**config.mk**
```make
export PLATFORM = sky130hd
export DESIGN_NAME = cmspb_top
export DESIGN_NICKNAME = d
export VERILOG_FILES = /design/src/shared/cmspb_pkg.sv /design/src/cmspb_lock_ctr.sv /design/src/cmspb_sync.sv /design/src/cmspb_top.sv
export VERILOG_INCLUDE_DIRS = /design/src /design/src/shared
export SDC_FILE = /design/constraint.sdc
export NUM_CORES = 1
export LEC_CHECK = 0
export ABC_AREA = 1
export BUFFER_PORTS_ARGS = -buffer_cell sky130_fd_sc_hd__buf_2
export CORE_MARGIN = 5
export CORE_UTILIZATION = 35
export DETAILED_ROUTE_END_ITERATION = 6
export PLACE_DENSITY_LB_ADDON = 0.12
export SLEW_MARGIN = 30
export SYNTH_ARGS = -nofsm -noshare
export SYNTH_HDL_FRONTEND = slang
export SYNTH_SLANG_ARGS = --single-unit
```
**constraint.sdc**
```tcl
create_clock -name clk_sys -period 2.2 [get_ports clk_sys]
set_input_delay 0.11 -clock clk_sys [delete_from_list [all_inputs] [get_ports clk_sys]]
set_output_delay 0.11 -clock clk_sys [all_outputs]
set_load 0.02 [all_outputs]
```
**src/shared/cmspb_params.svh**
```systemverilog
// Offsets, field positions and reset values of the clock status block
// Notes on behaviour
// - Bit 0 of clock status shows whether the processor clock runs.
// - Bit 6 of clock status shows the USB host clock enable.
// - Bit 7 of clock status shows the USB device clock enable.
// - Bits 8 to 11 show each programmable clock output enable.
// - Input divider: 0 gives no output, 1 bypasses, 2-255 divide.
// - After a config write, count programmed slow cycles, then set lock.
// - Multiplier 0 stops the PLL; otherwise output is input times value+1.
// - USB divider: 00 passes, 01 halves, 10 quarters, 11 reserved.
// - Status bit 0 shows the main oscillator is stable.
// - Status bits 1 and 2 show first and second PLL lock.
// - Status bit 3 shows the master clock is ready.
// - Status bit 7 shows slow clock source: 0 RC, 1 crystal.
// - Status bits 8 to 11 show each programmable clock ready.
`ifndef CMSPB_PARAMS_SVH
`define CMSPB_PARAMS_SVH

`define CMSPB_OFS_SCSR       8'h00
`define CMSPB_OFS_PLLB       8'h04
`define CMSPB_OFS_SR         8'h08
`define CMSPB_OFS_INT_STAT   8'h0C
`define CMSPB_OFS_INT_MASK   8'h10

`define CMSPB_PLLB_DIV_LSB   0
`define CMSPB_PLLB_DIV_MSB   7
`define CMSPB_PLLB_CNT_LSB   8
`define CMSPB_PLLB_CNT_MSB   13
`define CMSPB_PLLB_OUT_LSB   14
`define CMSPB_PLLB_OUT_MSB   15
`define CMSPB_PLLB_MUL_LSB   16
`define CMSPB_PLLB_MUL_MSB   26
`define CMSPB_PLLB_USB_LSB   28
`define CMSPB_PLLB_USB_MSB   29

`define CMSPB_PLLB_RESET     32'h00000000
`define CMSPB_INT_MASK_RESET 32'h00000000
`define CMSPB_SR_VALID       32'h00000F8F

`define CMSPB_USB_DIV1       2'h0
`define CMSPB_USB_DIV2       2'h1
`define CMSPB_USB_DIV4       2'h2

`define CMSPB_SYNC_WIDTH     16

`endif

```
**src/shared/cmspb_pkg.sv**
```systemverilog
// Types shared by the clock status block
package cmspb_pkg;

  typedef logic [31:0] cmspb_word_t;
  typedef logic [7:0]  cmspb_addr_t;

  typedef enum logic [1:0] {
    CMSPB_LOCK_IDLE,
    CMSPB_LOCK_COUNT,
    CMSPB_LOCK_DONE
  } cmspb_lock_state_t;

endpackage : cmspb_pkg

```
**src/cmspb_lock_ctr.sv**
```systemverilog
// Slow-clock lock counter for the second PLL
`timescale 1ns/100ps
module cmspb_lock_ctr #(
  parameter int CW = 6
) (
  input  wire logic          clk_sys,
  input  wire logic          resetn,
  input  wire logic          restart,
  input  wire logic [CW-1:0] count_val,
  input  wire logic          active,
  input  wire logic          slow_tick,
  output logic               locked
);
  import cmspb_pkg::*;

  cmspb_lock_state_t state_r;
  logic [CW-1:0]     cnt_r;

  always_ff @(posedge clk_sys or negedge resetn) begin
    if (!resetn) begin
      state_r <= CMSPB_LOCK_IDLE;
      cnt_r   <= '0;
      locked  <= 1'b0;
    end else if (restart) begin
      // New write drops lock at once and reloads
      state_r <= CMSPB_LOCK_COUNT;
      cnt_r   <= count_val;
      locked  <= 1'b0;
    end else begin
      case (state_r)
        CMSPB_LOCK_IDLE: begin
          locked <= 1'b0;
        end
        CMSPB_LOCK_COUNT: begin
          // Stopped PLL never locks
          if (!active) begin
            state_r <= CMSPB_LOCK_IDLE;
          end else if (cnt_r == '0) begin
            state_r <= CMSPB_LOCK_DONE;
            locked  <= 1'b1;
          end else if (slow_tick) begin
            cnt_r <= cnt_r - 1'b1;
          end
        end
        CMSPB_LOCK_DONE: begin
          locked <= 1'b1;
        end
        default: begin
          state_r <= CMSPB_LOCK_IDLE;
          locked  <= 1'b0;
        end
      endcase
    end
  end

endmodule : cmspb_lock_ctr

```
**src/cmspb_sync.sv**
```systemverilog
// Two-stage synchroniser for a group of pin levels
`timescale 1ns/100ps
module cmspb_sync #(
  parameter int WIDTH = 16
) (
  input  wire logic             clk_sys,
  input  wire logic             resetn,
  input  wire logic [WIDTH-1:0] async_in,
  output logic      [WIDTH-1:0] sync_out
);

  genvar gi;
  generate
    for (gi = 0; gi < WIDTH; gi++) begin : g_bit
      logic meta_r;
      always_ff @(posedge clk_sys or negedge resetn) begin
        if (!resetn) begin
          meta_r      <= 1'b0;
          sync_out[gi] <= 1'b0;
        end else begin
          meta_r      <= async_in[gi];
          sync_out[gi] <= meta_r;
        end
      end
    end
  endgenerate

endmodule : cmspb_sync

```
**src/cmspb_top.sv**
```systemverilog
// Clock status, second PLL configuration and status interrupts over APB
//
// Local design decisions: the APB interface to the registers and the placing of the registers.
`timescale 1ns/100ps
`include "cmspb_params.svh"
module cmspb_top (
  input  wire logic               clk_sys,
  input  wire logic               resetn,
  // APB slave
  input  wire logic               psel,
  input  wire logic               penable,
  input  wire logic               pwrite,
  input  wire cmspb_pkg::cmspb_addr_t paddr,
  input  wire cmspb_pkg::cmspb_word_t pwdata,
  output cmspb_pkg::cmspb_word_t  prdata,
  output logic                    pready,
  output logic                    pslverr,
  // Clock tree state, asynchronous to clk_sys
  input  wire logic               processor_clock_on,
  input  wire logic               usb_host_clock_on,
  input  wire logic               usb_device_clock_on,
  input  wire logic [3:0]         prog_clock_output_on,
  input  wire logic               main_osc_stable,
  input  wire logic               first_pll_locked,
  input  wire logic               master_clock_ready,
  input  wire logic               slow_clock_source,
  input  wire logic [3:0]         prog_clock_ready,
  input  wire logic               slow_clk,
  // Second PLL control
  output logic [7:0]              second_pll_input_divider,
  output logic [5:0]              second_pll_lock_count,
  output logic [1:0]              second_pll_freq_range,
  output logic [10:0]             second_pll_multiplier,
  output logic [1:0]              usb_clock_divider,
  output logic                    second_pll_active,
  output logic [11:0]             second_pll_mult_factor,
  output logic                    second_pll_ref_gated,
  output logic                    second_pll_ref_bypass,
  output logic [1:0]              usb_clock_div_shift,
  output logic                    usb_clock_div_reserved,
  output logic                    second_pll_locked,
  // Interrupt
  output logic                    irq
);
  import cmspb_pkg::*;

  // Synchronised pin levels
  logic [`CMSPB_SYNC_WIDTH-1:0] pins_async;
  logic [`CMSPB_SYNC_WIDTH-1:0] pins_sync;
  logic                         s_cpu_on;
  logic                         s_host_on;
  logic                         s_dev_on;
  logic [3:0]                   s_prog_on;
  logic                         s_mosc;
  logic                         s_first_lock;
  logic                         s_mck;
  logic                         s_slow_src;
  logic [3:0]                   s_prog_rdy;
  logic                         s_slow;

  // Bus decode
  logic        setup_phase;
  logic        access_wr;
  logic        hit_scsr;
  logic        hit_pllb;
  logic        hit_sr;
  logic        hit_int_stat;
  logic        hit_int_mask;
  logic        hit_any;
  logic        pllb_wr;

  // Register state
  cmspb_word_t pllb_r;
  cmspb_word_t int_stat_r;
  cmspb_word_t int_stat_nxt;
  cmspb_word_t int_mask_r;
  cmspb_word_t sr_prev_r;
  cmspb_word_t rd_nxt;
  cmspb_word_t scsr_word;
  cmspb_word_t sr_word;
  cmspb_word_t events;
  cmspb_word_t int_clr;
  logic        slow_prev_r;
  logic        slow_tick;
  logic        second_lock;

  // One synchroniser for all pin levels; the slow clock rides along
  assign pins_async = {slow_clk, prog_clock_ready, slow_clock_source,
                       master_clock_ready, first_pll_locked,
                       main_osc_stable, prog_clock_output_on,
                       usb_device_clock_on, usb_host_clock_on,
                       processor_clock_on};

  cmspb_sync #(
    .WIDTH (`CMSPB_SYNC_WIDTH)
  ) u_sync (
    .clk_sys  (clk_sys),
    .resetn   (resetn),
    .async_in (pins_async),
    .sync_out (pins_sync)
  );

  // Bit positions follow the packing order above
  assign s_cpu_on     = pins_sync[0];
  assign s_host_on    = pins_sync[1];
  assign s_dev_on     = pins_sync[2];
  assign s_prog_on    = pins_sync[6:3];
  assign s_mosc       = pins_sync[7];
  assign s_first_lock = pins_sync[8];
  assign s_mck        = pins_sync[9];
  assign s_slow_src   = pins_sync[10];
  assign s_prog_rdy   = pins_sync[14:11];
  assign s_slow       = pins_sync[15];

  // Slow clock rising edge; sampled, so it must be well below clk_sys
  always_ff @(posedge clk_sys or negedge resetn) begin
    if (!resetn) begin
      slow_prev_r <= 1'b0;
    end else begin
      slow_prev_r <= s_slow;
    end
  end

  assign slow_tick = s_slow & ~slow_prev_r;

  // Status words; unlisted bits stay zero
  assign scsr_word = {20'h00000, s_prog_on, s_dev_on, s_host_on, 5'h00,
                      s_cpu_on};
  assign sr_word   = {20'h00000, s_prog_rdy, s_slow_src, 3'h0,
                      s_mck, second_lock, s_first_lock,
                      s_mosc};

  // APB decode
  // Full byte compare; unaligned offsets answer with an error
  assign setup_phase  = psel & ~penable;
  assign access_wr    = psel & penable & pready & pwrite;
  assign hit_scsr     = (paddr == `CMSPB_OFS_SCSR);
  assign hit_pllb     = (paddr == `CMSPB_OFS_PLLB);
  assign hit_sr       = (paddr == `CMSPB_OFS_SR);
  assign hit_int_stat = (paddr == `CMSPB_OFS_INT_STAT);
  assign hit_int_mask = (paddr == `CMSPB_OFS_INT_MASK);
  assign hit_any      = hit_scsr | hit_pllb | hit_sr | hit_int_stat |
                        hit_int_mask;
  assign pllb_wr      = access_wr & hit_pllb;

  // One wait-free access phase: ready is raised by the setup edge
  always_ff @(posedge clk_sys or negedge resetn) begin
    if (!resetn) begin
      pready <= 1'b0;
    end else begin
      pready <= setup_phase & ~pready;
    end
  end

  // Read-only words take writes silently; only unmapped ones err
  always_ff @(posedge clk_sys or negedge resetn) begin
    if (!resetn) begin
      pslverr <= 1'b0;
    end else if (setup_phase) begin
      pslverr <= ~hit_any;
    end else begin
      pslverr <= 1'b0;
    end
  end

  always_comb begin
    rd_nxt = 32'h00000000;
    if (hit_scsr) begin
      rd_nxt = scsr_word;
    end else if (hit_pllb) begin
      rd_nxt = pllb_r;
    end else if (hit_sr) begin
      rd_nxt = sr_word;
    end else if (hit_int_stat) begin
      rd_nxt = int_stat_r;
    end else if (hit_int_mask) begin
      rd_nxt = int_mask_r;
    end
  end

  // Read data captured at the setup edge, held through the access
  always_ff @(posedge clk_sys or negedge resetn) begin
    if (!resetn) begin
      prdata <= 32'h00000000;
    end else if (setup_phase && !pwrite) begin
      prdata <= rd_nxt;
    end else if (!psel) begin
      prdata <= 32'h00000000;
    end
  end

  // Configuration register; only mapped fields are stored
  always_ff @(posedge clk_sys or negedge resetn) begin
    if (!resetn) begin
      pllb_r <= `CMSPB_PLLB_RESET;
    end else if (pllb_wr) begin
      pllb_r <= 32'h00000000;
      pllb_r[`CMSPB_PLLB_DIV_MSB:`CMSPB_PLLB_DIV_LSB] <=
        pwdata[`CMSPB_PLLB_DIV_MSB:`CMSPB_PLLB_DIV_LSB];
      pllb_r[`CMSPB_PLLB_CNT_MSB:`CMSPB_PLLB_CNT_LSB] <=
        pwdata[`CMSPB_PLLB_CNT_MSB:`CMSPB_PLLB_CNT_LSB];
      pllb_r[`CMSPB_PLLB_OUT_MSB:`CMSPB_PLLB_OUT_LSB] <=
        pwdata[`CMSPB_PLLB_OUT_MSB:`CMSPB_PLLB_OUT_LSB];
      pllb_r[`CMSPB_PLLB_MUL_MSB:`CMSPB_PLLB_MUL_LSB] <=
        pwdata[`CMSPB_PLLB_MUL_MSB:`CMSPB_PLLB_MUL_LSB];
      pllb_r[`CMSPB_PLLB_USB_MSB:`CMSPB_PLLB_USB_LSB] <=
        pwdata[`CMSPB_PLLB_USB_MSB:`CMSPB_PLLB_USB_LSB];
    end
  end

  // Raw fields to the analog PLL, updated with the register
  always_ff @(posedge clk_sys or negedge resetn) begin
    if (!resetn) begin
      second_pll_input_divider <= 8'h00;
      second_pll_lock_count    <= 6'h00;
      second_pll_freq_range    <= 2'h0;
      second_pll_multiplier    <= 11'h000;
      usb_clock_divider        <= 2'h0;
    end else if (pllb_wr) begin
      second_pll_input_divider <=
        pwdata[`CMSPB_PLLB_DIV_MSB:`CMSPB_PLLB_DIV_LSB];
      second_pll_lock_count    <=
        pwdata[`CMSPB_PLLB_CNT_MSB:`CMSPB_PLLB_CNT_LSB];
      second_pll_freq_range    <=
        pwdata[`CMSPB_PLLB_OUT_MSB:`CMSPB_PLLB_OUT_LSB];
      second_pll_multiplier    <=
        pwdata[`CMSPB_PLLB_MUL_MSB:`CMSPB_PLLB_MUL_LSB];
      usb_clock_divider        <=
        pwdata[`CMSPB_PLLB_USB_MSB:`CMSPB_PLLB_USB_LSB];
    end
  end

  // Decoded input divider mode
  always_ff @(posedge clk_sys or negedge resetn) begin
    if (!resetn) begin
      second_pll_ref_gated  <= 1'b1;
      second_pll_ref_bypass <= 1'b0;
    end else if (pllb_wr) begin
      second_pll_ref_gated  <=
        (pwdata[`CMSPB_PLLB_DIV_MSB:`CMSPB_PLLB_DIV_LSB] == 8'h00);
      second_pll_ref_bypass <=
        (pwdata[`CMSPB_PLLB_DIV_MSB:`CMSPB_PLLB_DIV_LSB] == 8'h01);
    end
  end

  // Multiplier: zero stops the PLL, else factor is value plus one
  always_ff @(posedge clk_sys or negedge resetn) begin
    if (!resetn) begin
      second_pll_active      <= 1'b0;
      second_pll_mult_factor <= 12'h000;
    end else if (pllb_wr) begin
      second_pll_active      <=
        (pwdata[`CMSPB_PLLB_MUL_MSB:`CMSPB_PLLB_MUL_LSB] != 11'h000);
      second_pll_mult_factor <=
        {1'b0, pwdata[`CMSPB_PLLB_MUL_MSB:`CMSPB_PLLB_MUL_LSB]}
        + 12'h001;
    end
  end

  // USB divider as a shift count; reserved code falls back to pass
  always_ff @(posedge clk_sys or negedge resetn) begin
    if (!resetn) begin
      usb_clock_div_shift    <= 2'h0;
      usb_clock_div_reserved <= 1'b0;
    end else if (pllb_wr) begin
      case (pwdata[`CMSPB_PLLB_USB_MSB:`CMSPB_PLLB_USB_LSB])
        `CMSPB_USB_DIV1: begin
          usb_clock_div_shift    <= 2'h0;
          usb_clock_div_reserved <= 1'b0;
        end
        `CMSPB_USB_DIV2: begin
          usb_clock_div_shift    <= 2'h1;
          usb_clock_div_reserved <= 1'b0;
        end
        `CMSPB_USB_DIV4: begin
          usb_clock_div_shift    <= 2'h2;
          usb_clock_div_reserved <= 1'b0;
        end
        default: begin
          usb_clock_div_shift    <= 2'h0;
          usb_clock_div_reserved <= 1'b1;
        end
      endcase
    end
  end

  // Count comes from the bus word so the reload lands on the write
  // edge itself, not one cycle later from the stored copy
  cmspb_lock_ctr #(
    .CW (6)
  ) u_lock (
    .clk_sys   (clk_sys),
    .resetn    (resetn),
    .restart   (pllb_wr),
    .count_val (pwdata[`CMSPB_PLLB_CNT_MSB:`CMSPB_PLLB_CNT_LSB]),
    .active    (second_pll_active),
    .slow_tick (slow_tick),
    .locked    (second_lock)
  );

  assign second_pll_locked = second_lock;

  // Rising status bits are the interrupt events
  always_ff @(posedge clk_sys or negedge resetn) begin
    if (!resetn) begin
      sr_prev_r <= 32'h00000000;
    end else begin
      sr_prev_r <= sr_word;
    end
  end

  assign events  = sr_word & ~sr_prev_r & `CMSPB_SR_VALID;
  assign int_clr = (access_wr && hit_int_stat) ? pwdata : 32'h00000000;

  // Write one to clear; a same-cycle event wins
  always_comb begin
    int_stat_nxt = (int_stat_r & ~int_clr) | events;
  end

  // Sticky until software writes a one back
  always_ff @(posedge clk_sys or negedge resetn) begin
    if (!resetn) begin
      int_stat_r <= 32'h00000000;
    end else begin
      int_stat_r <= int_stat_nxt;
    end
  end

  // Unmapped bits held at zero so they can never raise the line
  always_ff @(posedge clk_sys or negedge resetn) begin
    if (!resetn) begin
      int_mask_r <= `CMSPB_INT_MASK_RESET;
    end else if (access_wr && hit_int_mask) begin
      int_mask_r <= pwdata & `CMSPB_SR_VALID;
    end
  end

  // Built from the next status so the line rises with the bit
  // A mask write takes effect one edge after it lands
  always_ff @(posedge clk_sys or negedge resetn) begin
    if (!resetn) begin
      irq <= 1'b0;
    end else begin
      irq <= |(int_stat_nxt & int_mask_r);
    end
  end

endmodule : cmspb_top
```
==> run metrics <==
status=finished, final reports clean; Reg power frac=47.7%; top post-synthesis cells by area=dfrtp_1, nand2_1, inv_1; clock skew=around 0.011 ns; largest area contributor in the netlist=dfrtp_1; dpl ws=0.3284 ns; number of synthesized flops with an enable pin=0; Max FO, Critical Path=18; actual transition at the worst max-transition pin=0.6157 ns; FF/Latch Area=about 4400 um2; Worst Setup SP=pready$_DFF_PN0_; TNS Setup=0 ns; CTS tree=built; Global Route Usage Sum=between 10% and 20%; Filler cells=roughly 2000; clk slew on worst S/H paths=around 0.08 ns; element type at the critical path start=flip-flop; crit path capture=u_lock.cnt_r[2]$_DFFE_PN0P_; post-CTS sizing=0; GRT overflow=0; PwrDens=748.1 nW/um2; Rows=52; kind of critical path=reg2reg; most used cell, CP=nand3_1; CP Capture Type=flip-flop; RSZ-0062 raised after global routing=no; Reg2Reg Depth=7; area of the multi-input gates=about 2300 um2; Placer Congestion=a little under 0.8; Largest stage delay, worst path=0.40 ns; Detailed Routing Iterations Pass 1=5; # IOs=between 100 and 150; Top Family by Delay on Critical Path=simple AND/OR/NAND/NOR gates; WL/cell=15.94 um; Final Util=a little under half; Critical Path AT=around 2.1 ns; RR Endpoint=u_lock.cnt_r[2]$_DFFE_PN0P_; asr flop ratio synth=100.0%; post-layout minimum cycle time=between 1.5 and 2 ns; routed wire length=19380 um; max cap viols=0; Initial Utilization=a little over a third; Leak=0.005044 uW; drt drc=0; final worst setup slack=0.4353 ns; Cell Chain, Critical Path=nand3_1 > nor2_2 > nand2_4 > clkinv_2 > nor2_1 > nand3_1 > nand3_1; Via Count=about 5600; reg2reg start=pready$_DFF_PN0_; slew margin rel.=about three fifths; Clk pwr share=between 40% and 50%; Post-CTS Setup Bufs=0; Syn Area/Cell=9.700 um2; CTS Buffer Depth=2; Max Slew Vio Count=0; top cell type's share of synthesized area=slightly above 60%; Area after DPL=roughly 8000 um2; VDD IR max=approximately 0.53 mV; Vias per Instance=around 4.6; TritonCTS buffer count=17; n_diodes=0; crit path max-delay cell type=dfrtp_1; chip height=between 150 and 200 um; clk_lat worst skew=between 0.4 and 0.5 ns; largest net degree at the start of global routing=62; Ys Warns=0; gate count of the mapped netlist=approximately 740; area of the die=23350 um2; HP Class=in2reg; port buffer count=143; CTS Sinks=approximately 170; Final nets=1001; final setup violating endpoints=0; register area share after synthesis=between 60% and 70%; die span in x=approximately 150 um; initial antenna violation count=0; DRT iter0 DRCs=323; layout cells sized above 1=~24%; Logic pwr share=under 10%; CP bufs+invs=1; Max Clock Freq=around 570 MHz; dpl hpwl=13860 um; H-Tree Depth=4; final worst-path cycle share=about 80%; Synth Flop Type=dfrtp_1; vias in the first global route=about 5800; reg-to-reg slack, setup=about 0.44 ns; Core Box Area=20170 um2; Pint=between 5000 and 6000 uW; Synth cell types=39; Seq cells post-synth=around 170; sw frac=25.11%; Final Hold Vio Count=0; worst path required time=2.56 ns; fin area=between 9000 and 10000 um2; first-pass GRT wire length=around 32000 um; Area Growth Syn to Fin=29.44%; Clock Root Buffer=clkbuf_16; Psw=roughly 1700 uW; DRT antenna net count=0; Syn Nets=around 800; Mapped Area=7139 um2; CP Depth=7
per-stage QoR:
stage / hold WS (ns) / instances / power [uW]
6_report: 0.008704 / 1216 / 6913
2_1_floorplan: -0.1856 / 736 / 3517
4_1_cts: 0.0003811 / 1216 / 7003
3_5_place_dp: 0.1444 / 1145 / 3762
5_1_grt: 0.01363 / 1216 / 7206
3_3_place_gp: 0.1488 / 1145 / 3762
area by class of cell:
type                            count  area share, %
Timing Repair Buffer              203          14.01
Clock inverter                     15          2.126
Multi-Input combinational cell    446          24.76
Inverter                           91          3.710
Sequential cell                   174          47.13
Clock buffer                       17          4.603
Tap cell                          270          3.656
worst min path at each step:
| stage | endpoint | start | depth (start not counted) | slack (ns) |
|---|---|---|---|---|
| after floorplan | int_mask_r[0]$_DFFE_PN0P_ | resetn | 0 | -0.19 |
| after global placement | second_pll_mult_factor[2]$_DFFE_PN0P_ | resetn | 1 | 0.15 |
| after detailed placement | second_pll_mult_factor[2]$_DFFE_PN0P_ | resetn | 1 | 0.14 |
| after CTS | second_pll_mult_factor[10]$_DFFE_PN0P_ | pwdata[25] | 3 | 0.0004 |
| after global routing | int_mask_r[2]$_DFFE_PN0P_ | pwdata[2] | 3 | 0.01 |
| final | second_pll_mult_factor[5]$_DFFE_PN0P_ | pwdata[21] | 3 | 0.009 |
logic make-up (layout without fill, tap and decap cells):
group,after synthesis,after routing,synth area share [%]
flip-flops,174,174,61.01
XOR/XNOR,7,7,0.8588
adder cells (fa/ha/maj),7,7,1.227
AND/OR/NAND/NOR,292,292,17.61
AO/OA/AOI/OAI,136,136,11.69
multiplexers,4,4,0.6309
buffers and inverters,116,326,6.975
sequential cells by signal, indices dropped and copies added, names as in the netlist, 2 cells and up:
name                      cells
usb_clock_divider             2
int_mask_r                    9
pllb_r                        4
second_pll_lock_count         5
u_sync.g_bit.meta_r          16
int_stat_r                   32
prdata                       32
u_lock.state_r                2
second_pll_multiplier        10
second_pll_input_divider      7
sr_prev_r                     9
u_lock.cnt_r                  6
u_sync.sync_out              16
second_pll_mult_factor       12
usb_clock_div_shift           2
per-layer routing:
| metal | vias up | global-route usage (%) | share of wire, % |
|---|---|---|---|
| li1 | 2773 | - | - |
| met1 | 2701 | 23.18 | 46 |
| met2 | 145 | 27.63 | 48 |
| met3 | 20 | 3.591 | 4.6 |
| met4 | 0 | 4.709 | 1.4 |
| met5 | - | 0 | 0 |
cells in the mapped netlist (3+ instances only):
library cell / count
buf_4: 3
dfrtp_1: 173
a22oi_1: 7
inv_1: 86
buf_2: 10
buf_6: 5
o31ai_1: 8
nor3_1: 5
clkbuf_1: 6
xor2_1: 5
o2bb2ai_1: 3
o211ai_1: 4
a32o_1: 3
nor2_1: 40
a22o_1: 17
nand3_1: 37
inv_2: 4
o21ai_1: 26
ha_1: 7
nand2_2: 4
mux2_2: 4
or2_2: 7
nand4_1: 5
a21oi_1: 14
o21ai_0: 49
nand2_1: 184
layout by cell type (no fill, tap or decap), drive strengths merged:
master         n
nand2        190
dfrtp        173
buf          164
inv           97
o21ai         77
nor2          45
dlygate4sd3   39
nand3         37
a22o          17
clkbuf        17
a21oi         14
o31ai          8
or2            7
a22oi          7
ha             7
nor3           6
nand4          5
xor2           5
clkinv         5
o211ai         4
mux2           4
a32o           3
o2bb2ai        3
a32oi          2
nor4           2
xnor2          2
clkinvlp       2
bufinv         2
o22ai          1
dfstp          1
power by group through the flow:
stage | registers [uW] | clock network [uW] | logic (uW)
after floorplan | 3380 | 0 | 141
after global placement | 3360 | 0 | 400
after detailed placement | 3360 | 0 | 400
after CTS | 3300 | 3250 | 454
after global routing | 3310 | 3390 | 504
final | 3300 | 3180 | 439
timing repair:
item	CTS	global route
hold buffers	39	0
hold endpoints to repair	110	0
endpoints found under the setup margin	0	0
tightest hold or removal path, cell delays in order:
cell	delay [ns]
buf_2	0.11
nor2_1	0.05
o21ai_0	0.13
No activity file was read; power rests on OpenSTA's default activity.
